File: src/logic/acc_pkg.sv
// Package for the channel calibration and configuration register bank.
// Assumes a 32-bit AXI4-Lite slave; registers are word indexes, byte address is four times the index.
package acc_pkg;

  // Register indexes; byte address = index * 4.
  localparam logic [7:0]  IDX_CHANNEL_CONFIG   = 8'h1d;
  localparam logic [7:0]  IDX_OFFSET_CORR_HIGH = 8'h1e;
  localparam logic [7:0]  IDX_OFFSET_CORR_LOW  = 8'h1f;
  localparam logic [7:0]  IDX_GAIN_CORR_HIGH   = 8'h20;
  localparam logic [7:0]  IDX_GAIN_CORR_LOW    = 8'h21;
  localparam int          ADDR_W               = 8;

  // Reset values.
  localparam logic [15:0] RST_CHANNEL_CONFIG   = 16'h0000;
  localparam logic [15:0] RST_OFFSET_CORR_HIGH = 16'h0000;
  localparam logic [15:0] RST_OFFSET_CORR_LOW  = 16'h0000;
  localparam logic [15:0] RST_GAIN_CORR_HIGH   = 16'h8000;
  localparam logic [15:0] RST_GAIN_CORR_LOW    = 16'h0000;

  // Writable bit masks; zero bits are reserved.
  localparam logic [15:0] MASK_CHANNEL_CONFIG  = 16'hffc7;
  localparam logic [15:0] MASK_FULL            = 16'hffff;
  localparam logic [15:0] MASK_LOW_WORD        = 16'hff00;

  // Field positions.
  localparam int          PHASE_LSB            = 6;
  localparam int          PHASE_W              = 10;
  localparam int          DC_OFF_BIT           = 2;
  localparam int          INSEL_LSB            = 0;
  localparam int          INSEL_W              = 2;
  localparam int          LOW_FIELD_LSB        = 8;

  // AXI responses.
  localparam logic [1:0]  RESP_OKAY            = 2'h0;
  localparam logic [1:0]  RESP_SLVERR          = 2'h2;

  typedef enum logic [1:0] {
    ACC_IN_PINS,
    ACC_IN_SHORTED,
    ACC_IN_TEST_POS,
    ACC_IN_TEST_NEG
  } acc_insel_t;

endpackage

File: src/logic/acc_regbus_if.sv
// Interface for register access between the bus slave and the register array.
// Assumes one clock; write strobe is a one-cycle pulse.
`timescale 1ns/1ns
interface acc_regbus_if;
  logic        wr_en;
  logic [7:0]  wr_idx;
  logic [15:0] wr_data;
  logic [1:0]  wr_lanes;
  logic [7:0]  rd_idx;
  logic [15:0] rd_data;
  logic        rd_hit;
  logic        wr_hit;
  modport slave (output wr_en, output wr_idx, output wr_data, output wr_lanes, output rd_idx,
                 input rd_data, input rd_hit, input wr_hit);
  modport regs  (input wr_en, input wr_idx, input wr_data, input wr_lanes, input rd_idx,
                 output rd_data, output rd_hit, output wr_hit);
endinterface

File: src/logic/acc_axil_slave.sv
// AXI4-Lite slave that turns bus transfers into register strobes.
// Assumes one clock and active-low asynchronous reset; one write and one read at a time.
`timescale 1ns/1ns
module acc_axil_slave (
  // Clock and reset.
  input  wire logic        clk,
  input  wire logic        nrst,
  // Write address, data and response.
  input  wire logic [31:0] awaddr,
  input  wire logic        awvalid,
  output logic             awready,
  input  wire logic [31:0] wdata,
  input  wire logic [3:0]  wstrb,
  input  wire logic        wvalid,
  output logic             wready,
  output logic [1:0]       bresp,
  output logic             bvalid,
  input  wire logic        bready,
  // Read channels.
  input  wire logic [31:0] araddr,
  input  wire logic        arvalid,
  output logic             arready,
  output logic [31:0]      rdata,
  output logic [1:0]       rresp,
  output logic             rvalid,
  input  wire logic        rready,
  // Register side.
  acc_regbus_if.slave      rb
);
  import acc_pkg::*;

  logic              aw_held_reg;
  logic              w_held_reg;
  logic [ADDR_W-1:0] aw_idx_reg;
  logic [15:0]       w_data_reg;
  logic [1:0]        w_lanes_reg;
  logic              do_write;

  assign do_write    = aw_held_reg && w_held_reg && !bvalid;
  assign rb.wr_en    = do_write;
  assign rb.wr_idx   = aw_idx_reg;
  assign rb.wr_data  = w_data_reg;
  assign rb.wr_lanes = w_lanes_reg;
  assign rb.rd_idx   = araddr[ADDR_W+1:2];

  // Ready flags are flops, so no path runs from a valid input back to its ready output.
  always_ff @(posedge clk or negedge nrst) begin
    if (!nrst) begin
      awready <= 1'b1;
      wready  <= 1'b1;
      arready <= 1'b1;
    end else begin
      if (awvalid && awready) begin
        awready <= 1'b0;
      end else if (bvalid && bready) begin
        awready <= 1'b1;
      end
      if (wvalid && wready) begin
        wready <= 1'b0;
      end else if (bvalid && bready) begin
        wready <= 1'b1;
      end
      if (arvalid && arready) begin
        arready <= 1'b0;
      end else if (rvalid && rready) begin
        arready <= 1'b1;
      end
    end
  end

  always_ff @(posedge clk or negedge nrst) begin
    if (!nrst) begin
      aw_held_reg <= 1'b0;
      aw_idx_reg  <= '0;
    end else if (awvalid && awready) begin
      aw_held_reg <= 1'b1;
      aw_idx_reg  <= awaddr[ADDR_W+1:2];
    end else if (do_write) begin
      aw_held_reg <= 1'b0;
    end
  end

  always_ff @(posedge clk or negedge nrst) begin
    if (!nrst) begin
      w_held_reg  <= 1'b0;
      w_data_reg  <= '0;
      w_lanes_reg <= '0;
    end else if (wvalid && wready) begin
      w_held_reg  <= 1'b1;
      w_data_reg  <= wdata[15:0];
      w_lanes_reg <= wstrb[1:0];
    end else if (do_write) begin
      w_held_reg <= 1'b0;
    end
  end

  always_ff @(posedge clk or negedge nrst) begin
    if (!nrst) begin
      bvalid <= 1'b0;
      bresp  <= RESP_OKAY;
    end else if (do_write) begin
      bvalid <= 1'b1;
      bresp  <= rb.wr_hit ? RESP_OKAY : RESP_SLVERR;
    end else if (bready) begin
      bvalid <= 1'b0;
    end
  end

  always_ff @(posedge clk or negedge nrst) begin
    if (!nrst) begin
      rvalid <= 1'b0;
      rdata  <= '0;
      rresp  <= RESP_OKAY;
    end else if (arvalid && arready) begin
      rvalid <= 1'b1;
      rdata  <= {16'h0000, rb.rd_data};
      rresp  <= rb.rd_hit ? RESP_OKAY : RESP_SLVERR;
    end else if (rready) begin
      rvalid <= 1'b0;
    end
  end

endmodule // acc_axil_slave

File: src/logic/acc_cal_regs.sv
// Channel configuration and calibration register bank with AXI4-Lite access.
// Assumes the converter datapath consumes the registered field outputs on the same clock.
`timescale 1ns/1ns

////////////////////////////////////////////////////////////////////////////////

// How it works
// - Bits 15:6 of the configuration word hold a signed 10-bit phase delay in modulator cycles.
// - Bit 2 of the configuration word set to one turns DC blocking off for this channel alone.
// - Bits 1:0 of the configuration word pick own pins, shorted inputs, positive or negative test signal.
// - The 24-bit offset correction is the word at 1Eh above bits 15:8 of the word at 1Fh.
// - The assembled offset correction is a signed two's-complement number.
// - The 24-bit gain correction is the word at 20h above bits 15:8 of the word at 21h.
// - The gain correction is an unsigned fraction from zero to just under two.
// - After reset the upper gain word reads 8000h and the lower gain word reads zero.
// - After reset the configuration word and both offset words read zero.
module acc_cal_regs (
  // Clock and reset.
  input  wire logic                          SYS_CLK,
  input  wire logic                          NRST,
  // AXI4-Lite write channels.
  input  wire logic [31:0]                   S_AXI_AWADDR,
  input  wire logic                          S_AXI_AWVALID,
  output logic                               S_AXI_AWREADY,
  input  wire logic [31:0]                   S_AXI_WDATA,
  input  wire logic [3:0]                    S_AXI_WSTRB,
  input  wire logic                          S_AXI_WVALID,
  output logic                               S_AXI_WREADY,
  output logic [1:0]                         S_AXI_BRESP,
  output logic                               S_AXI_BVALID,
  input  wire logic                          S_AXI_BREADY,
  // AXI4-Lite read channels.
  input  wire logic [31:0]                   S_AXI_ARADDR,
  input  wire logic                          S_AXI_ARVALID,
  output logic                               S_AXI_ARREADY,
  output logic [31:0]                        S_AXI_RDATA,
  output logic [1:0]                         S_AXI_RRESP,
  output logic                               S_AXI_RVALID,
  input  wire logic                          S_AXI_RREADY,
  // Fields to the converter channel.
  output logic signed [acc_pkg::PHASE_W-1:0] PHASE_DELAY,
  output logic                               DC_FILTER_OFF,
  output acc_pkg::acc_insel_t                INPUT_SELECT,
  output logic signed [23:0]                 OFFSET_CORR,
  output logic [23:0]                        GAIN_CORR
);
  import acc_pkg::*;

  localparam int NREG = 5;

  acc_regbus_if rb ();

  logic [15:0] word_reg [NREG];
  logic [15:0] read_next;
  logic        rd_hit_next;
  logic        wr_hit_next;
  logic [NREG-1:0] wr_sel;

  localparam logic [7:0]  IDX_TAB  [NREG] = '{IDX_CHANNEL_CONFIG, IDX_OFFSET_CORR_HIGH, IDX_OFFSET_CORR_LOW,
                                              IDX_GAIN_CORR_HIGH, IDX_GAIN_CORR_LOW};
  localparam logic [15:0] RST_TAB  [NREG] = '{RST_CHANNEL_CONFIG, RST_OFFSET_CORR_HIGH, RST_OFFSET_CORR_LOW,
                                              RST_GAIN_CORR_HIGH, RST_GAIN_CORR_LOW};
  localparam logic [15:0] MASK_TAB [NREG] = '{MASK_CHANNEL_CONFIG, MASK_FULL, MASK_LOW_WORD,
                                              MASK_FULL, MASK_LOW_WORD};

  ////////////////////////////////////////////////////////////////////////////////

  acc_axil_slave u_slave (
    .clk     (SYS_CLK),
    .nrst    (NRST),
    .awaddr  (S_AXI_AWADDR),
    .awvalid (S_AXI_AWVALID),
    .awready (S_AXI_AWREADY),
    .wdata   (S_AXI_WDATA),
    .wstrb   (S_AXI_WSTRB),
    .wvalid  (S_AXI_WVALID),
    .wready  (S_AXI_WREADY),
    .bresp   (S_AXI_BRESP),
    .bvalid  (S_AXI_BVALID),
    .bready  (S_AXI_BREADY),
    .araddr  (S_AXI_ARADDR),
    .arvalid (S_AXI_ARVALID),
    .arready (S_AXI_ARREADY),
    .rdata   (S_AXI_RDATA),
    .rresp   (S_AXI_RRESP),
    .rvalid  (S_AXI_RVALID),
    .rready  (S_AXI_RREADY),
    .rb      (rb.slave)
  );

  ////////////////////////////////////////////////////////////////////////////////

  // Each word keeps only its writable bits, so reserved bits stay zero forever.
  genvar g;
  generate
    for (g = 0; g < NREG; g++) begin : g_word
      assign wr_sel[g] = rb.wr_en && (rb.wr_idx == IDX_TAB[g]);
      always_ff @(posedge SYS_CLK or negedge NRST) begin
        if (!NRST) begin
          word_reg[g] <= RST_TAB[g];
        end else if (wr_sel[g]) begin
          if (rb.wr_lanes[0]) begin
            word_reg[g][7:0] <= rb.wr_data[7:0] & MASK_TAB[g][7:0];
          end
          if (rb.wr_lanes[1]) begin
            word_reg[g][15:8] <= rb.wr_data[15:8] & MASK_TAB[g][15:8];
          end
        end
      end
    end
  endgenerate

  // Unmapped indexes read zero and answer SLVERR.
  always_comb begin
    read_next   = 16'h0000;
    rd_hit_next = 1'b0;
    wr_hit_next = 1'b0;
    for (int i = 0; i < NREG; i++) begin
      if (rb.rd_idx == IDX_TAB[i]) begin
        read_next   = word_reg[i];
        rd_hit_next = 1'b1;
      end
      if (rb.wr_idx == IDX_TAB[i]) begin
        wr_hit_next = 1'b1;
      end
    end
  end

  assign rb.rd_data = read_next;
  assign rb.rd_hit  = rd_hit_next;
  assign rb.wr_hit  = wr_hit_next;

  ////////////////////////////////////////////////////////////////////////////////

  // Outputs are registered a cycle after the word so the datapath sees clean flops.
  always_ff @(posedge SYS_CLK or negedge NRST) begin
    if (!NRST) begin
      PHASE_DELAY   <= '0;
      DC_FILTER_OFF <= 1'b0;
      INPUT_SELECT  <= ACC_IN_PINS;
    end else begin
      PHASE_DELAY   <= $signed(word_reg[0][PHASE_LSB +: PHASE_W]);
      DC_FILTER_OFF <= word_reg[0][DC_OFF_BIT];
      INPUT_SELECT  <= acc_insel_t'(word_reg[0][INSEL_LSB +: INSEL_W]);
    end
  end

  always_ff @(posedge SYS_CLK or negedge NRST) begin
    if (!NRST) begin
      OFFSET_CORR <= '0;
    end else begin
      OFFSET_CORR <= $signed({word_reg[1], word_reg[2][LOW_FIELD_LSB +: 8]});
    end
  end

  // Unsigned gain: 24'h800000 is unity, full scale is just under two.
  always_ff @(posedge SYS_CLK or negedge NRST) begin
    if (!NRST) begin
      GAIN_CORR <= {RST_GAIN_CORR_HIGH, RST_GAIN_CORR_LOW[15:8]};
    end else begin
      GAIN_CORR <= {word_reg[3], word_reg[4][LOW_FIELD_LSB +: 8]};
    end
  end

endmodule // acc_cal_regs

File: config.mk
export PLATFORM = sky130hd
export DESIGN_NAME = acc_cal_regs
export DESIGN_NICKNAME = d
export VERILOG_FILES = /design/src/logic/acc_pkg.sv /design/src/logic/acc_regbus_if.sv /design/src/logic/acc_axil_slave.sv /design/src/logic/acc_cal_regs.sv
export SDC_FILE = /design/constraint.sdc
export NUM_CORES = 1
export LEC_CHECK = 0
export ABC_AREA = 1
export BUFFER_PORTS_ARGS = -buffer_cell sky130_fd_sc_hd__clkbuf_2
export CAP_MARGIN = 40
export CORE_ASPECT_RATIO = 0.75
export CORE_MARGIN = 2
export CORE_UTILIZATION = 35
export CTS_CLUSTER_DIAMETER = 60
export DETAILED_ROUTE_END_ITERATION = 12
export GPL_ROUTABILITY_DRIVEN = 0
export PLACE_DENSITY = 0.66
export SLEW_MARGIN = 10
export SYNTH_ARGS = -nofsm -noshare
export SYNTH_HDL_FRONTEND = slang
export SYNTH_SLANG_ARGS = --single-unit
File: constraint.sdc
create_clock -name SYS_CLK -period 1.61 [get_ports SYS_CLK]
set_input_delay 0.161 -clock SYS_CLK [delete_from_list [all_inputs] [get_ports SYS_CLK]]
set_output_delay 0.161 -clock SYS_CLK [all_outputs]
set_load 0.05 [all_outputs]
==> results of run 1 <==
-- power by group through the flow --
stage | registers [mW] | logic (mW) | clock network [mW]
final | 5.80 | 3.64 | 4.13
after global routing | 5.91 | 3.97 | 4.42
after CTS | 5.81 | 3.66 | 4.22
after detailed placement | 5.88 | 3.60 | 0
after global placement | 5.86 | 3.55 | 0
after floorplan | 7.02 | 1.42 | 0
-- final cells by class --
cell class / instances / share of cell area, %
inverters: 53 / 2.34
well taps: 247 / 3.63
repair buffers: 170 / 13.3
flip-flops and latches: 173 / 50.9
clock buffers: 19 / 5.20
multi-input cells: 391 / 22.8
clock inverters: 13 / 1.81
-- worst paths after layout --
path,to,from,cells after the start
max in group asynchronous,GAIN_CORR[0],NRST,3
worst max register to register,word_reg[50],u_slave.rb.wr_idx[6],7
worst min register to register,GAIN_CORR[23],word_reg[31],0
worst min-delay path,u_slave.rb.wr_data[1],S_AXI_WDATA[1],3
min in group asynchronous,OFFSET_CORR[23],NRST,2
worst max-delay path,word_reg[50],u_slave.rb.wr_idx[6],7
-- metal layers --
layer | GRT usage, % | vias up
met5 | 0 | -
met4 | 3.54 | 0
met3 | 4.90 | 11
met2 | 22.0 | 142
met1 | 24.2 | 2195
li1 | - | 2341
-- synthesized netlist by cell type (all sizes together) --
library cell and count:
mux2 3, a21oi 28, nand4 2, o21ai 66, nor3b 1, nor3 2
nor2 58, o211ai 1, buf 32, dfstp 5, and2 2, inv 53
clkbuf 6, nand3b 1, nand3 50, conb 1, nand2 159, dfrtp 168
-- cells by family after synthesis --
kind of cell / after synthesis
AND/OR/NAND/NOR: 275
flip-flops: 173
AO/OA/AOI/OAI: 95
buffers and inverters: 91
multiplexers: 3
other: 1
-- cells in the final DEF (no fill, tap or decap), types with 2 or more instances in the layout --
master | Yosys | layout
buf_12 | 0 | 8
clkinv_4 | 0 | 3
nor2_1 | 52 | 51
inv_1 | 51 | 51
nor2_2 | 3 | 3
o21ai_2 | 31 | 31
o21ai_1 | 9 | 10
a21oi_1 | 28 | 28
clkbuf_16 | 0 | 17
dfrtp_1 | 168 | 168
nand3_1 | 45 | 45
inv_6 | 0 | 5
clkbuf_2 | 0 | 123
nand3_4 | 1 | 2
buf_4 | 19 | 13
nand4_1 | 2 | 2
conb_1 | 1 | 18
nand2_1 | 155 | 154
nor2_4 | 3 | 4
bufinv_16 | 0 | 2
nor3_2 | 2 | 2
nand3_2 | 4 | 3
mux2_2 | 3 | 3
nand2_2 | 4 | 4
o21ai_0 | 26 | 25
inv_2 | 2 | 2
dfstp_2 | 5 | 5
dlygate4sd3_1 | 0 | 25
-- metrics by stage --
step	cells	area, um^2
2_1_floorplan	655	6720
3_3_place_gp	1008	7640
3_5_place_dp	1008	7640
4_1_cts	1065	8480
5_1_grt	1066	8510
6_report	1066	8510
-- critical path, delay by kind of cell, from the launching register on --
kind | cells | cell delay [ps]
simple gates | 5 | 740
flops | 1 | 400
buf+inv | 1 | 170
compound gates | 1 | 50
-- what timing repair did --
action	4_1_cts	5_1_grt
endpoints found under the setup margin	0	20
hold endpoints to repair	60	0
buffers inserted	0	1
resized for setup	0	6
hold buffers	25	0
==> impl_metrics.json, run 1 <==
{
  "run_status": "complete, no violations",
  "core_area_mm2": 0.0186,
  "ir_drop_mv": 0.994,
  "crit_fanout": 16,
  "multi_input_area_mm2": 0.00194,
  "clkPwrFrac_pct": 30.4,
  "wl_per_cell_um": 14.1,
  "met3_wirelength_um": 892,
  "hold_ws_ps": 16.7,
  "start_util_pct": 35.8,
  "setup_tns_ps": 0,
  "cts_tree": "built",
  "grt_pass1_vias": 4391,
  "portBuffers": 124,
  "synthAdderAreaFrac_pct": 0,
  "rrSetupSlack_ps": 110,
  "crit_path_end_kind": "register",
  "rows": 43,
  "post_synth.cell_area_avg_um2": 10.4,
  "die-area_mm2": 0.0201,
  "n_fill_cell": 1755,
  "crit_path_cell_trace": "nor2_2 -> nand4_1 -> nor2_4 -> nand3_2 -> buf_12 -> nand2_1 -> o21ai_2",
  "p_int_mw": 8.50,
  "crit_type": "reg -> reg",
  "rsz0062_at_grt": "true",
  "grt_overflow": 0,
  "vias": 4689,
  "synth-seq-cells": 173,
  "drt-met1-wl_mm": 7.73,
  "htreeDepth": 4,
  "setup_viol": 0,
  "path_clk_slew_ps": 70,
  "fmax_mhz": 666,
  "cts_sinks": 173,
  "critPathMaxStageDelay_ps": 400,
  "drt_iter0_markers": 327,
  "seqCellArea_mm2": 0.00434,
  "drc_errors": 0,
  "hold_class": "in -> reg",
  "min_period_ps": 1500,
  "n_antenna_cell": 0,
  "hold_viol": 0,
  "vias_per_cell": 4.40,
  "fin_nets": 913,
  "syn_area_mm2": 0.00665,
  "synth.top_cell.area_share_pct": 63.2,
  "final_antenna_net_count": 0,
  "hpwl_mm": 10.8,
  "wl_met2_mm": 6.33,
  "pwr-share-seq_pct": 42.8,
  "cp_data_required_time_ps": 1910,
  "yosys.area_share.simple_pct": 18.4,
  "dp_slack_ps": 35.4,
  "antenna_found_initial": 0,
  "worst_path_max_delay_cell": "dfrtp_1",
  "critPathArrivalTime_ps": 1800,
  "syn_inst": 638,
  "swShare_pct": 37.3,
  "yosysTopAreaCell": "dfrtp_1",
  "largest_reg_flops": 61,
  "synth-compound-area-share_pct": 8.93,
  "synth_xor_area_share_pct": 0,
  "grt_max_degree": 44,
  "dr.pass1.iters": 6,
  "cts_buffer_depth": 2,
  "finClkSkew_ps": 8.63,
  "grt.total_usage_pct": 15.9,
  "synth_top_family_by_area": "simple AND/OR/NAND/NOR gates",
  "finalWirelength_mm": 15.1,
  "pwr-share-comb_pct": 26.8,
  "fin_crit_sh_pct": 93.3,
  "grt_pass1_wl_mm": 23.9,
  "cts_buffers": 17,
  "synth.distinct_cells": 30,
  "clock_latency_ps": 420,
  "maxCapViolations": 0,
  "chipWidth_um": 163,
  "worst_slack_ps": 107,
  "power_leakage_nw": 4.49,
  "synth-warning-count": 0,
  "finalPower_mw": 13.6,
  "drive_above_1_share_pct": 29.1,
  "p_per_area_mw_per_mm2": 1590,
  "final_util_pct": 45.9,
  "area_delta_synth_final_pct": 28.0,
  "start_kind": "register",
  "die_y_um": 123,
  "muxShareOfSynthArea_pct": 0.508,
  "synth.area.top_cells": "dfrtp_1 (63%), nand2_1 (8.7%), o21ai_2 (4.1%)",
  "synth.yosys.seq_area_share_pct": 65.2,
  "top_layer_used": "met4",
  "switchingPower_mw": 5.06,
  "slew_violations": 0,
  "ios": 209,
  "root_buffer": "clkbuf_16"
}
No activity file was read; power rests on OpenSTA's default activity.
==> inputs of run 2 (changes only) <==
- CORE_UTILIZATION: 35 -> 51
- PLACE_DENSITY: 0.66 -> 0.88
==> run 2 against run 1 <==
  * Routed wire length grew 2.7%
  * Sequential power increased by 2%
  * Clock skew is 2.2 ps higher
  * First-iteration DRC count rose by 21%
  * Count of clock-buffer cells in the layout fell by 1
  * Power up 1.9%
  * Non-clock buffer count up 5
  * Sequential cell count unchanged
  * Critical endpoint is now word_reg[40]
==> impl_metrics.json, run 2 (synthesized netlist as in run 1, its figures left out) <==
{
  "cts_buffers": 17,
  "worst_slack_ps": 24.3,
  "hold_ws_ps": 23.6,
  "vias_per_cell": 4.93,
  "n_fill_cell": 949,
  "min_period_ps": 1590,
  "root_buffer": "clkbuf_16",
  "crit_path_end_kind": "register",
  "drt_iter0_markers": 395,
  "tightestPinTransition_ps": 513,
  "final_cell_mix": "dfrtp_1 (168), nand2_1 (130), clkbuf_2 (123), inv_1 (51), nor2_1 (50)",
  "pwr-share-comb_pct": 27.8,
  "hold_start": "S_AXI_WDATA[6]",
  "slew_violations": 0,
  "power_leakage_nw": 4.55,
  "core_area_mm2": 0.0129,
  "setup_tns_ps": 0,
  "hold_end": "u_slave.rb.wr_data[6]",
  "p_per_area_mw_per_mm2": 1600,
  "final_antenna_net_count": 0,
  "cp_data_required_time_ps": 1890,
  "path_clk_slew_ps": 70,
  "fin_nets": 920,
  "die_y_um": 103,
  "maxCapViolations": 0,
  "hold_viol": 0,
  "dr.pass1.iters": 5,
  "seqCellArea_mm2": 0.00434,
  "die-area_mm2": 0.0140,
  "wl_per_cell_um": 15.5,
  "crit_type": "reg -> reg",
  "htreeDepth": 4,
  "drc_errors": 0,
  "grt_pass1_vias": 4574,
  "fin_crit_sh_pct": 98.5,
  "run_status": "complete, no violations",
  "ir_drop_mv": 0.996,
  "fmax_mhz": 631,
  "r2r-start": "u_slave.rb.wr_idx[7]",
  "area_delta_synth_final_pct": 29.7,
  "antenna_found_initial": 0,
  "finClkSkew_ps": 10.8,
  "drive_above_1_share_pct": 33.2,
  "finalWirelength_mm": 15.5,
  "clkPwrFrac_pct": 29.5,
  "switchingPower_mw": 5.21,
  "critPathArrivalTime_ps": 1870,
  "start_kind": "register",
  "grt_overflow": 0,
  "largest_reg_flops": 61,
  "hpwl_mm": 10.4,
  "pwr-share-seq_pct": 42.6,
  "ios": 209,
  "relSlewSlack_pct": 65.7,
  "clock_latency_ps": 420,
  "dp_slack_ps": 65.6,
  "swShare_pct": 37.7,
  "reg2regPathDepth": 7,
  "final_common_cell": "dfrtp_1",
  "vias": 4912,
  "min_delay_path_depth": 3,
  "rows": 36,
  "n_antenna_cell": 0,
  "multi_input_area_mm2": 0.00209,
  "chipWidth_um": 136,
  "rrSetupSlack_ps": 20,
  "cts_tree": "built",
  "portBuffers": 124,
  "cts_sinks": 173,
  "p_int_mw": 8.61,
  "r2r-end": "word_reg[40]",
  "rsz0062_at_grt": "true",
  "finalPower_mw": 13.8,
  "hold_class": "in -> reg",
  "crit_fanout": 8,
  "cts_buffer_depth": 2,
  "grt_pass1_wl_mm": 23.8,
  "grt_max_degree": 52,
  "grt.total_usage_pct": 22.5,
  "setup_viol": 0,
  "start_util_pct": 51.7
}
## run 2: repair_timing
item | CTS | global route
hold endpoints to repair | 60 | 0
buffers inserted | 0 | 5
hold buffers | 26 | 0
endpoints found under the setup margin | 0 | 52
gates resized for setup | 0 | 47
## run 2: layout make-up
cell class | instances | share of cell area, %
Inverter | 53 | 2.31
Tap cell | 171 | 2.48
Multi-Input combinational cell | 393 | 24.2
Clock buffer | 18 | 5.09
Sequential cell | 173 | 50.2
Clock inverter | 14 | 1.80
Timing Repair Buffer | 175 | 13.9
## run 2: worst max path at each step
stage	from	endpoint	slack, ps
global placement	u_slave.rb.wr_idx[7]	word_reg[20]	120
finish	u_slave.rb.wr_idx[7]	word_reg[40]	20
detailed placement	u_slave.rb.wr_idx[7]	word_reg[19]	70
global route	u_slave.rb.wr_idx[7]	word_reg[40]	-100
floorplan	u_slave.bvalid	word_reg[13]	30
CTS	u_slave.bvalid	word_reg[12]	40
## run 2: worst max-delay path, stage by stage, from the launching register on
cell     delay, ps
dfrtp_1        390
nor2_2         120
nand4_1        250
nor2_4         260
nand3_4        130
buf_12         180
nand2_2         50
o21ai_1         60
## run 2: stage by stage
| step | area, um^2 | util, % | instances |
|---|---|---|---|
| after detailed placement | 7510 | 58.3 | 931 |
| after CTS | 8360 | 64.9 | 989 |
| after global placement | 7510 | 58.3 | 931 |
| after global routing | 8630 | 67.0 | 997 |
| after floorplan | 6720 | - | 655 |
| final | 8630 | 67.0 | 997 |
## run 2: metal layers
metal	up-vias	GRT usage [%]	routed length, um
met3	17	4.57	847
li1	2374	-	-
met2	140	34.5	7230
met5	-	0	0
met4	0	7.21	204
met1	2381	32.6	7190
## run 2: power groups by stage
stage | registers [mW] | clock network (mW) | logic (mW)
5_1_grt | 5.99 | 4.33 | 4.16
6_report | 5.89 | 4.08 | 3.85
3_3_place_gp | 5.85 | 0 | 3.46
3_5_place_dp | 5.90 | 0 | 3.56
2_1_floorplan | 7.02 | 0 | 1.42
4_1_cts | 5.83 | 4.13 | 3.63
